$ cat src/attc_pkg.sv
package attc_pkg;
  localparam int ATTC_CHANNELS = 2;
  localparam logic [3:0] ATTC_OFF_TRIG0 = 4'h0;
  localparam logic [3:0] ATTC_OFF_TRIG1 = 4'h4;
  localparam logic [3:0] ATTC_OFF_STATUS = 4'h8;
  localparam logic [3:0] ATTC_OFF_MASK = 4'hc;
  localparam int ATTC_BIT_START = 0;
  localparam int ATTC_BIT_STOP = 1;
  localparam logic [7:0] ATTC_TRIG_RESET = 8'h00;
  localparam logic [1:0] ATTC_IRQ_RESET = 2'h0;
  localparam logic [4:0] ATTC_ADDR_RESET = 5'h00;
  localparam logic [31:0] ATTC_UNMAPPED = 32'h00000000;
endpackage

$ cat src/attc_top.sv
`timescale 1ns/1ps
`default_nettype none
module attc_top
  import attc_pkg::*;
(
  // Clock and reset.
  input wire logic ref_clk,
  input wire logic rst_n,
  // Avalon-MM slave.
  input wire logic [3:0] avs_address,
  input wire logic avs_read,
  input wire logic avs_write,
  input wire logic [31:0] avs_writedata,
  input wire logic [3:0] avs_byteenable,
  output logic [31:0] avs_readdata,
  output logic avs_waitrequest,
  // Per-channel unit controls.
  input wire logic [1:0] auto_transfer_enable,
  // Transfer engine handshake, one bit per channel; engine_addr has five bits per channel.
  output logic [1:0] engine_start,
  output logic [1:0] engine_stop,
  input wire logic [1:0] byte_done,
  input wire logic [1:0] transfer_end,
  input wire logic [9:0] engine_addr,
  // Completion and suspension results.
  output logic [1:0] transfer_done_irq,
  output logic [9:0] suspend_address_capture,
  output logic irq
);

  ////////////////////////////////////////////////////////////////////////
  logic [1:0] start_q;
  logic [1:0] stop_q;
  logic [1:0] status;
  logic [1:0] mask;
  logic ack;
  // Completion is delayed one clock so the trigger bits read zero before
  // the interrupt pulse appears.
  logic [1:0] finish_q;

  wire req = (avs_read | avs_write) & ~ack;
  wire sel_t0 = avs_address == ATTC_OFF_TRIG0;
  wire sel_t1 = avs_address == ATTC_OFF_TRIG1;
  wire sel_st = avs_address == ATTC_OFF_STATUS;
  wire sel_mk = avs_address == ATTC_OFF_MASK;
  // Writes land in the answer cycle, when waitrequest is low.
  wire wr_lane0 = avs_write & ack & avs_byteenable[0];
  // Bit-wise writes land as a byte write with one bit set; a zero in the
  // other bit never cancels a running request, so single-bit use is safe.
  wire [1:0] wr_trig = {wr_lane0 & sel_t1 & auto_transfer_enable[1],
                        wr_lane0 & sel_t0 & auto_transfer_enable[0]};
  wire [1:0] set_start = wr_trig & {2{avs_writedata[ATTC_BIT_START]}};
  wire [1:0] set_stop = wr_trig & {2{avs_writedata[ATTC_BIT_STOP]}};
  wire [1:0] busy = start_q | stop_q;
  // A stop ends at the next byte boundary; a start runs to the end.
  wire [1:0] finish = (stop_q & byte_done) |
                      (start_q & ~stop_q & transfer_end);
  wire [1:0] next_start = (start_q | set_start) & ~finish;
  wire [1:0] next_stop = (stop_q | (set_stop & (start_q | set_start)))
                         & ~finish;
  wire [1:0] clr_st = (wr_lane0 & sel_st) ? avs_writedata[1:0] : 2'h0;
  wire [1:0] next_status = finish_q | (status & ~clr_st);
  wire [7:0] trig0 = {6'h00, stop_q[0], start_q[0]};
  wire [7:0] trig1 = {6'h00, stop_q[1], start_q[1]};
  wire [31:0] next_rdata = sel_t0 ? {24'h000000, trig0} :
                           sel_t1 ? {24'h000000, trig1} :
                           sel_st ? {30'h0, status} :
                           sel_mk ? {30'h0, mask} : ATTC_UNMAPPED;

  ////////////////////////////////////////////////////////////////////////
  always_ff @(posedge ref_clk) begin
    if (!rst_n) begin
      start_q <= ATTC_IRQ_RESET;
      stop_q <= ATTC_IRQ_RESET;
      status <= ATTC_IRQ_RESET;
      mask <= ATTC_IRQ_RESET;
      ack <= 1'b0;
      finish_q <= ATTC_IRQ_RESET;
      engine_start <= ATTC_IRQ_RESET;
      engine_stop <= ATTC_IRQ_RESET;
      avs_waitrequest <= 1'b1;
      avs_readdata <= ATTC_UNMAPPED;
      transfer_done_irq <= ATTC_IRQ_RESET;
      suspend_address_capture <= {ATTC_ADDR_RESET, ATTC_ADDR_RESET};
      irq <= 1'b0;
    end else begin
      start_q <= next_start;
      stop_q <= next_stop;
      status <= next_status;
      if (wr_lane0 & sel_mk) begin
        mask <= avs_writedata[1:0];
      end
      ack <= req;
      avs_waitrequest <= ~req;
      finish_q <= finish;
      engine_start <= next_start & ~next_stop;
      engine_stop <= next_stop;
      if (avs_read & req) begin
        avs_readdata <= next_rdata;
      end
      // Bits clear in the cycle before the pulse, as seen by software.
      transfer_done_irq <= finish_q;
      if (stop_q[0] & byte_done[0]) begin
        suspend_address_capture[4:0] <= engine_addr[4:0];
      end
      if (stop_q[1] & byte_done[1]) begin
        suspend_address_capture[9:5] <= engine_addr[9:5];
      end
      irq <= |(next_status & mask);
    end
  end

endmodule
`default_nettype wire

$ cat config.mk
export PLATFORM = sky130hd
export DESIGN_NAME = attc_top
export DESIGN_NICKNAME = d
export VERILOG_FILES = /design/src/attc_pkg.sv /design/src/attc_top.sv
export SDC_FILE = /design/constraint.sdc
export NUM_CORES = 1
export LEC_CHECK = 0
export BUFFER_PORTS_ARGS = -buffer_cell sky130_fd_sc_hd__buf_2
export CAP_MARGIN = 20
export CORE_ASPECT_RATIO = 2
export CORE_MARGIN = 8
export CORE_UTILIZATION = 43
export CTS_BUF_LIST = sky130_fd_sc_hd__clkbuf_4
export DETAILED_ROUTE_END_ITERATION = 8
export PLACE_DENSITY_LB_ADDON = 0.15
export SLEW_MARGIN = 20
export SYNTH_ARGS = -nofsm -noshare
export SYNTH_HDL_FRONTEND = slang
export SYNTH_SLANG_ARGS = --single-unit
$ cat constraint.sdc
create_clock -name ref_clk -period 2.8 [get_ports ref_clk]
set_input_delay 0.56 -clock ref_clk [delete_from_list [all_inputs] [get_ports ref_clk]]
set_output_delay 0.56 -clock ref_clk [all_outputs]
set_load 0.01 [all_outputs]
==> impl_metrics.yaml, run 1 <==
run:
  maxCapViolations: 0
power_and_ir_drop:
  leakage_nw: 0.733
  switchingPower_uw: 193
  comb_power_share: 0.091
  internal-power_uw: 529
  p_seq_frac: 0.577
  p_sw_frac: 0.267
  power.density_nw_per_um2: 462
  p_total_uw: 722
  power_frac_clock: 0.332
  ir_drop_mv: 0.319
floorplan:
  fp-row-count: 29
  die_height_microns: 96.0
  start_util: 0.441
  core-area_sq_um: 3120
  pin_count: 110
  die_w_microns: 56.0
  die_area_sq_um: 5370
cts:
  cts_num_sinks: 29
  clkSlewWorstSetupHoldPaths_ns: 0.09
  root_buffer: "clkbuf_4"
  post-cts-setup-buffer-count: 0
  clockBufferDepth: 2
  hold_buffers: 0
  cts_made_buffers: 5
  cts_tree: "yes"
  cts_resized: 0
  htree_levels: 2
  clkLatencyLatePin_ns: 0.33
run_status:
  status: "finished, final reports clean"
global_route:
  grt_max_degree: 22
  grt-ovfl-total: 0
  grt_util_all_layers: 0.124
  gr-usage-met1: 0.0979
  top_usage_layer: "met2"
  grt_use_met3: 0.0647
  antenna_found_initial: 0
  grt_pass1_wl_microns: 5390
  grt_pass1_vias: 1243
  globalRouteMet2Util: 0.235
setup_path:
  path_depth: 1
  required_ns: 2.24
  crit_family: "flip-flops"
  crit_chain: "buf_2"
  reg2regPathDepth: 3
  max_stage_delay_ns: 0.58
  critPathBufInv: 1
  endpoint_kind: "output pin"
  path_max_fanout: 13
  worstPathArrival_ns: 1.11
  crit_type: "reg -> out"
  crit_path_top_delay_cell: "dfxtp_1"
  worstSetupStartpointType: "register"
placed_design:
  gp_congestion: 0.786
  dp_hpwl_microns: 2760
  portBuffers: 46
  place_ws_ns: 0.832
  post-place-cells: 228
timing:
  drv_slew: 0
  setup_ws_ns: 1.13
  min_period_ns: 1.67
  min_period_over_period: 0.598
  clock.fmax_ghz: 0.597
  hold_viol: 0
  setup_viol: 0
  tns_ns: 0
  slew_headroom: 0.566
  tightest_slew_ns: 0.650
  rsz0062_at_grt: "no"
  clock-skew-final_ns: 0.00503
logic_synthesis:
  ys_types: 31
  ys_warn_count: 0
  synthCells: 157
  synth_area_sq_um: 1380
  ys_seq_elements: 29
  avgSynthCellArea_sq_um: 8.76
  ys_seq_area_frac: 0.422
cells_and_area:
  fillers: 321
  drive_above_1_share: 0.293
  antenna_cells: 0
  nets: 264
  final_common_cell: "buf_2"
  fin_cells: 236
  areaGrowthSynthToFinish_pct: 13.7
  area.sequential_sq_um: 581
  multi_input_area_sq_um: 641
  layout_common_cells: "buf_2 (46), conb_1 (30), dfxtp_1 (29)"
drt:
  dr.pass1.iters: 4
  initialDrtViolationCount: 40
  routedWlPerCell_microns: 14.2
  vias: 1178
  routed_via_density: 4.99
  finalWirelength_microns: 3350
  drc: 0
  postRouteAntennaNets: 0
hold_path:
  hold_path.class: "reg -> reg"
  holdPathStages: 2
-- through the flow --
| stage | util | instance area [sq um] | hold WS, ns |
|---|---|---|---|
| 2_1_floorplan | - | 1480 | 0.451 |
| 3_5_place_dp | 0.484 | 1510 | 0.443 |
| 4_1_cts | 0.501 | 1560 | 0.456 |
| 5_1_grt | 0.501 | 1560 | 0.461 |
| 3_3_place_gp | 0.484 | 1510 | 0.439 |
| 6_report | 0.501 | 1560 | 0.455 |
-- sequential cells by signal (all words and copies together) (netlist names) --
| register | cells |
|---|---|
| avs_readdata | 2 |
| start_q | 2 |
| avs_waitrequest | 1 |
| irq | 1 |
| transfer_done_irq | 2 |
| mask | 2 |
| status | 2 |
| engine_start | 2 |
| finish_q | 2 |
| stop_q | 2 |
| suspend_address_capture | 10 |
| ack | 1 |
-- logic make-up (layout without fill, tap and decap cells) --
group	count (synthesis)	count (layout)	synth area share
other	1	30	0.00273
DFF	29	29	0.422
and+or+nand+nor	55	55	0.207
muxes	4	4	0.0473
buffers and inverters	40	59	0.191
AOI/OAI and AO/OA	28	28	0.129
-- power groups by stage --
stage	clock network (mW)	registers, mW	logic [mW]
4_1_cts	0.247	0.417	0.0639
3_5_place_dp	0	0.427	0.0636
3_3_place_gp	0	0.427	0.0623
6_report	0.240	0.417	0.0656
2_1_floorplan	0	0.427	0.0652
5_1_grt	0.267	0.418	0.0726
-- cell usage after synthesis --
| master | n | area, sq um |
|---|---|---|
| a2111oi_2 | 1 | 15.0 |
| a211oi_1 | 1 | 7.51 |
| a21oi_1 | 16 | 80.1 |
| a22oi_1 | 1 | 7.51 |
| a31oi_1 | 1 | 6.26 |
| a32o_1 | 3 | 30.0 |
| a32oi_1 | 1 | 8.76 |
| and2_1 | 3 | 18.8 |
| and3_1 | 2 | 12.5 |
| and4bb_2 | 1 | 12.5 |
| buf_1 | 1 | 3.75 |
| buf_4 | 30 | 225 |
| clkbuf_1 | 4 | 15.0 |
| conb_1 | 1 | 3.75 |
| dfxtp_1 | 29 | 581 |
| inv_1 | 5 | 18.8 |
| mux2i_1 | 2 | 20.0 |
| mux4_2 | 2 | 45.0 |
| nand2_1 | 15 | 56.3 |
| nand2b_1 | 1 | 6.26 |
| nand3_1 | 12 | 60.1 |
| nand3_2 | 1 | 10.0 |
| nand3b_1 | 3 | 22.5 |
| nand4_1 | 3 | 18.8 |
| nor2_1 | 9 | 33.8 |
| nor2b_1 | 1 | 6.26 |
| nor3_1 | 2 | 10.0 |
| nor4_1 | 1 | 6.26 |
| o21ai_0 | 3 | 15.0 |
| o31ai_1 | 1 | 7.51 |
| or3_4 | 1 | 11.3 |
-- final cells by class --
class                           instances  area share
Multi-Input combinational cell        117       0.410
Sequential cell                        29       0.371
Timing Repair Buffer                   46       0.147
Tap cell                               31      0.0248
Clock buffer                            5      0.0240
Inverter                                5      0.0120
Clock inverter                          3      0.0112
-- layer usage --
layer  vias to the layer above  share of wire
li1                        581              -
met1                       543           0.32
met2                        48           0.56
met3                         6          0.093
met4                         0          0.021
met5                         -              0
-- worst paths after layout --
kind                                                  from                    endpoint  slack [ns]
worst max register to register                         ack             engine_start[0]        1.44
worst min-delay path            suspend_address_capture[0]  suspend_address_capture[0]        0.45
worst max-delay path                             stop_q[0]              engine_stop[0]        1.13
worst min register to register  suspend_address_capture[0]  suspend_address_capture[0]        0.45
No activity file was read; power rests on OpenSTA's default activity.
==> inputs of run 2 (changes only) <==
- CORE_UTILIZATION: 43 -> 36
- clock period: 2.8 -> 1.5 ns (I/O delays scaled with it)
==> run 2 against run 1 <==
  * Design area grew 3.8%
  * Total power grew 82%
  * Register-to-register slack lost 1.3 ns
==> impl_metrics.yaml, run 2 (synthesis gave the netlist of run 1 again) <==
setup_path:
  endpoint_kind: "register"
  path_max_fanout: 7
  r2r-start: "ack"
  crit_type: "reg -> reg"
  required_ns: 1.72
  worstSetupStartpointType: "register"
  reg2reg_slack_ns: 0.14
  worstPathArrival_ns: 1.58
  r2r_end: "engine_start[0]"
  reg2regPathDepth: 3
placed_design:
  portBuffers: 46
  place_ws_ns: -0.106
  place_area_sq_um: 1580
  gp_congestion: 0.813
  dp_hpwl_microns: 2720
cells_and_area:
  regMostFlops: "suspend_address_capture"
  area.sequential_sq_um: 583
  multi_input_area_sq_um: 641
  nets: 270
  layout_common_cells: "buf_2 (46), conb_1 (30), dfxtp_1 (27)"
  fin_util: 0.432
  drive_above_1_share: 0.316
  areaGrowthSynthToFinish_pct: 18.1
  final_common_cell: "buf_2"
  fillers: 428
  design_area_sq_um: 1620
  antenna_cells: 0
  largest_register_ffs: 10
drt:
  dr.pass1.iters: 4
  initialDrtViolationCount: 17
  routedWlPerCell_microns: 12.9
  vias: 1171
  drc: 0
  postRouteAntennaNets: 0
  routed_via_density: 4.50
  finalWirelength_microns: 3360
global_route:
  grt-ovfl-total: 0
  grt_pass1_vias: 1158
  grt_util_all_layers: 0.109
  grt_max_degree: 12
  antenna_found_initial: 0
  grt_pass1_wl_microns: 5220
floorplan:
  die_height_microns: 103
  start_util: 0.365
  die_w_microns: 59.7
  pin_count: 110
  fp-row-count: 32
  die_area_sq_um: 6170
  core-area_sq_um: 3760
hold_path:
  hold_path.class: "in -> reg"
  min_from: "engine_addr[5]"
  holdPathStages: 3
  holdPathEnd: "suspend_address_capture[5]"
cts:
  clkSlewWorstSetupHoldPaths_ns: 0.09
  clkLatencyLatePin_ns: 0.32
  htree_levels: 2
  cts_tree: "yes"
  root_buffer: "clkbuf_4"
  post-cts-setup-buffer-count: 0
  cts_num_sinks: 29
  clockBufferDepth: 2
  cts_made_buffers: 5
run:
  maxCapViolations: 0
timing:
  hold_viol: 0
  clock.fmax_ghz: 0.736
  hold_slack_ns: 0.220
  setup_ws_ns: 0.142
  rsz0062_at_grt: "no"
  setup_viol: 0
  min_period_over_period: 0.905
  drv_slew: 0
  min_period_ns: 1.36
  clock-skew-final_ns: 0.00566
power_and_ir_drop:
  ir_drop_mv: 0.481
  power.density_nw_per_um2: 810
  p_total_mw: 1.32
  leakage_nw: 0.760
run_status:
  status: "finished, final reports clean"
==> run 2: area by class of cell <==
class / count / share of cell area
well taps: 51 / 0.0393
inverters: 5 / 0.0116
multi-input cells: 117 / 0.394
clock inverters: 1 / 0.00308
clock buffers: 5 / 0.0231
flip-flops and latches: 29 / 0.359
repair buffers: 52 / 0.169
==> run 2: metrics by stage <==
step,TNS (ns),std cells
after floorplan,0,186
after global placement,-0.0952,254
after detailed placement,-0.106,254
after CTS,0,260
after global routing,0,260
final,0,260
==> run 2: timing repair <==
action,in CTS,in global routing
hold endpoints to repair,0,0
hold buffers,0,0
gates resized for setup,0,2
endpoints found under the setup margin,0,2
==> run 2: power breakdown <==
| group | total [mW] | internal, mW | switching, mW |
|---|---|---|---|
| clock network | 0.408 | 0.162 | 0.246 |
| logic | 0.129 | 0.0435 | 0.0857 |
| registers | 0.778 | 0.773 | 0.00478 |
==> run 2: routing by layer <==
metal / up-vias / part of all wire / track usage
met4: 0 / 0.016 / 0.0500
li1: 590 / - / -
met1: 539 / 0.40 / 0.115
met5: - / 0 / 0
met3: 5 / 0.077 / 0.0397
met2: 37 / 0.51 / 0.185
==> run 2: how the worst max path moves through the flow <==
stage	startpoint	endpoint
after floorplan	avs_address[0]	engine_start[0]
after global placement	avs_address[1]	engine_start[0]
after detailed placement	avs_address[1]	engine_start[0]
after CTS	stop_q[0]	engine_stop[0]
after global routing	ack	engine_start[0]
final	ack	engine_start[0]
==> run 2: worst max-delay path, stage by stage, from the launching register on <==
cell and delay [ns]:
dfxtp_1 0.46, nand3_2 0.12, or3_4 0.39, a2111oi_2 0.28
==> inputs of run 3 (changes only) <==
- CORE_UTILIZATION: 36 -> 35
- CTS_BUF_LIST: sky130_fd_sc_hd__clkbuf_4 -> not set
==> run 3 against run 2 <==
  * Die area increased by 2.3%
  * Maximum frequency decreased by 0.26%
  * Cell count increased by 0.38%
  * Core utilization increased by 1.2 points
  * Critical path depth unchanged
  * Worst hold slack improved by 0.051 ns
  * Clock skew about the same
  * Total power increased by 32%
  * Flip-flop and latch count unchanged
  * Via count increased by 1.5%
  * Clock power increased by 100%
  * First-iteration DRC count increased by 120%
  * Highest routed layer unchanged
==> impl_metrics.yaml, run 3 (synthesis gave the netlist of run 1 again) <==
floorplan:
  die_height_microns: 105
  die_w_microns: 60.3
  die_area_sq_um: 6310
  start_util: 0.362
  fp-row-count: 32
  pin_count: 110
  core-area_sq_um: 3800
global_route:
  grt_pass1_wl_microns: 5980
  grt-ovfl-total: 0
  grt_util_all_layers: 0.121
  grt_pass1_vias: 1312
  grt_max_degree: 18
  antenna_found_initial: 0
cts:
  clockBufferDepth: 2
  post-cts-setup-buffer-count: 0
  cts_tree: "yes"
  cts_resized: 0
  htree_levels: 2
  root_buffer: "clkbuf_8"
  clkSlewWorstSetupHoldPaths_ns: 0.06
  hold_buffers: 0
  cts_made_buffers: 5
  cts_num_sinks: 29
  clkLatencyLatePin_ns: 0.28
placed_design:
  portBuffers: 46
  dp_hpwl_microns: 2900
  gp_congestion: 0.824
drt:
  vias: 1188
  postRouteAntennaNets: 0
  routedWlPerCell_microns: 13.7
  dr.pass1.iters: 4
  initialDrtViolationCount: 38
  finalWirelength_microns: 3590
  drc: 0
  routed_via_density: 4.55
timing:
  setup_viol: 0
  clock.fmax_ghz: 0.735
  min_period_over_period: 0.908
  rsz0062_at_grt: "no"
  hold_viol: 0
  drv_slew: 0
  min_period_ns: 1.36
  clock-skew-final_ns: 0.00544
  hold_slack_ns: 0.271
  tns_ns: 0
setup_path:
  worstSetupStartpointType: "register"
  r2r-start: "ack"
  crit_type: "reg -> reg"
  crit_end: "engine_start[0]"
  path_max_fanout: 7
  worstPathArrival_ns: 1.53
  required_ns: 1.67
  endpoint_kind: "register"
  r2r_end: "engine_start[0]"
  critPathLaunch: "ack"
  reg2reg_slack_ns: 0.14
  reg2regPathDepth: 3
power_and_ir_drop:
  p_total_mw: 1.73
  power.density_nw_per_um2: 1030
  ir_drop_mv: 0.755
  leakage_nw: 0.785
cells_and_area:
  largest_register_ffs: 10
  antenna_cells: 0
  layout_common_cells: "buf_2 (46), conb_1 (30), dfxtp_1 (29)"
  nets: 269
  regMostFlops: "suspend_address_capture"
  drive_above_1_share: 0.305
  areaGrowthSynthToFinish_pct: 22.7
  final_common_cell: "buf_2"
run_status:
  status: "finished, final reports clean"
hold_path:
  hold_path.class: "in -> reg"
  min_from: "engine_addr[5]"
run:
  maxCapViolations: 0
[run 3: critical path, cell delays in order, from the launching register on]
cell and delay, ns:
dfxtp_1 0.45, nand3_2 0.12, or3_4 0.39, a2111oi_2 0.30
[run 3: worst min-delay path by stage]
stage	end	slack, ns	cells past startpoint
after floorplan	mask[0]	0.44	2
after global placement	suspend_address_capture[4]	0.44	2
after detailed placement	suspend_address_capture[2]	0.45	2
after CTS	suspend_address_capture[5]	0.26	3
after global routing	suspend_address_capture[0]	0.28	3
final	suspend_address_capture[5]	0.27	3
[run 3: cell type report]
type	instances	area [sq um]
Fill cell	391	2120
Tap cell	51	63.8
Timing Repair Buffer	51	268
Multi-Input combinational cell	117	641
Clock inverter	1	30.0
Sequential cell	29	581
Inverter	5	18.8
Clock buffer	7	86.3
[run 3: where the power goes]
group / internal [mW] / total (mW) / switching [mW]
clock: 0.541 / 0.823 / 0.282
combinational: 0.0419 / 0.128 / 0.0859
sequential: 0.775 / 0.780 / 0.00472
total: 1.36 / 1.73 / 0.373
[run 3: through the flow]
stage | std cells | setup WS (ns) | area [sq um] | utilization
3_5_place_dp | 253 | -0.0818 | 1570 | 0.413
5_1_grt | 261 | 0.00902 | 1690 | 0.444
6_report | 261 | 0.139 | 1690 | 0.444
2_1_floorplan | 186 | 0.0302 | 1480 | -
3_3_place_gp | 253 | -0.0874 | 1570 | 0.413
4_1_cts | 261 | 0.134 | 1690 | 0.444
[run 3: layer usage]
| layer | vias up | wire, microns | part of all wire | track usage |
|---|---|---|---|---|
| li1 | 592 | - | - | - |
| met5 | - | 0 | 0 | 0 |
| met3 | 5 | 290 | 0.081 | 0.0430 |
| met1 | 544 | 1220 | 0.34 | 0.113 |
| met2 | 47 | 2020 | 0.56 | 0.222 |
| met4 | 0 | 55 | 0.015 | 0.0465 |
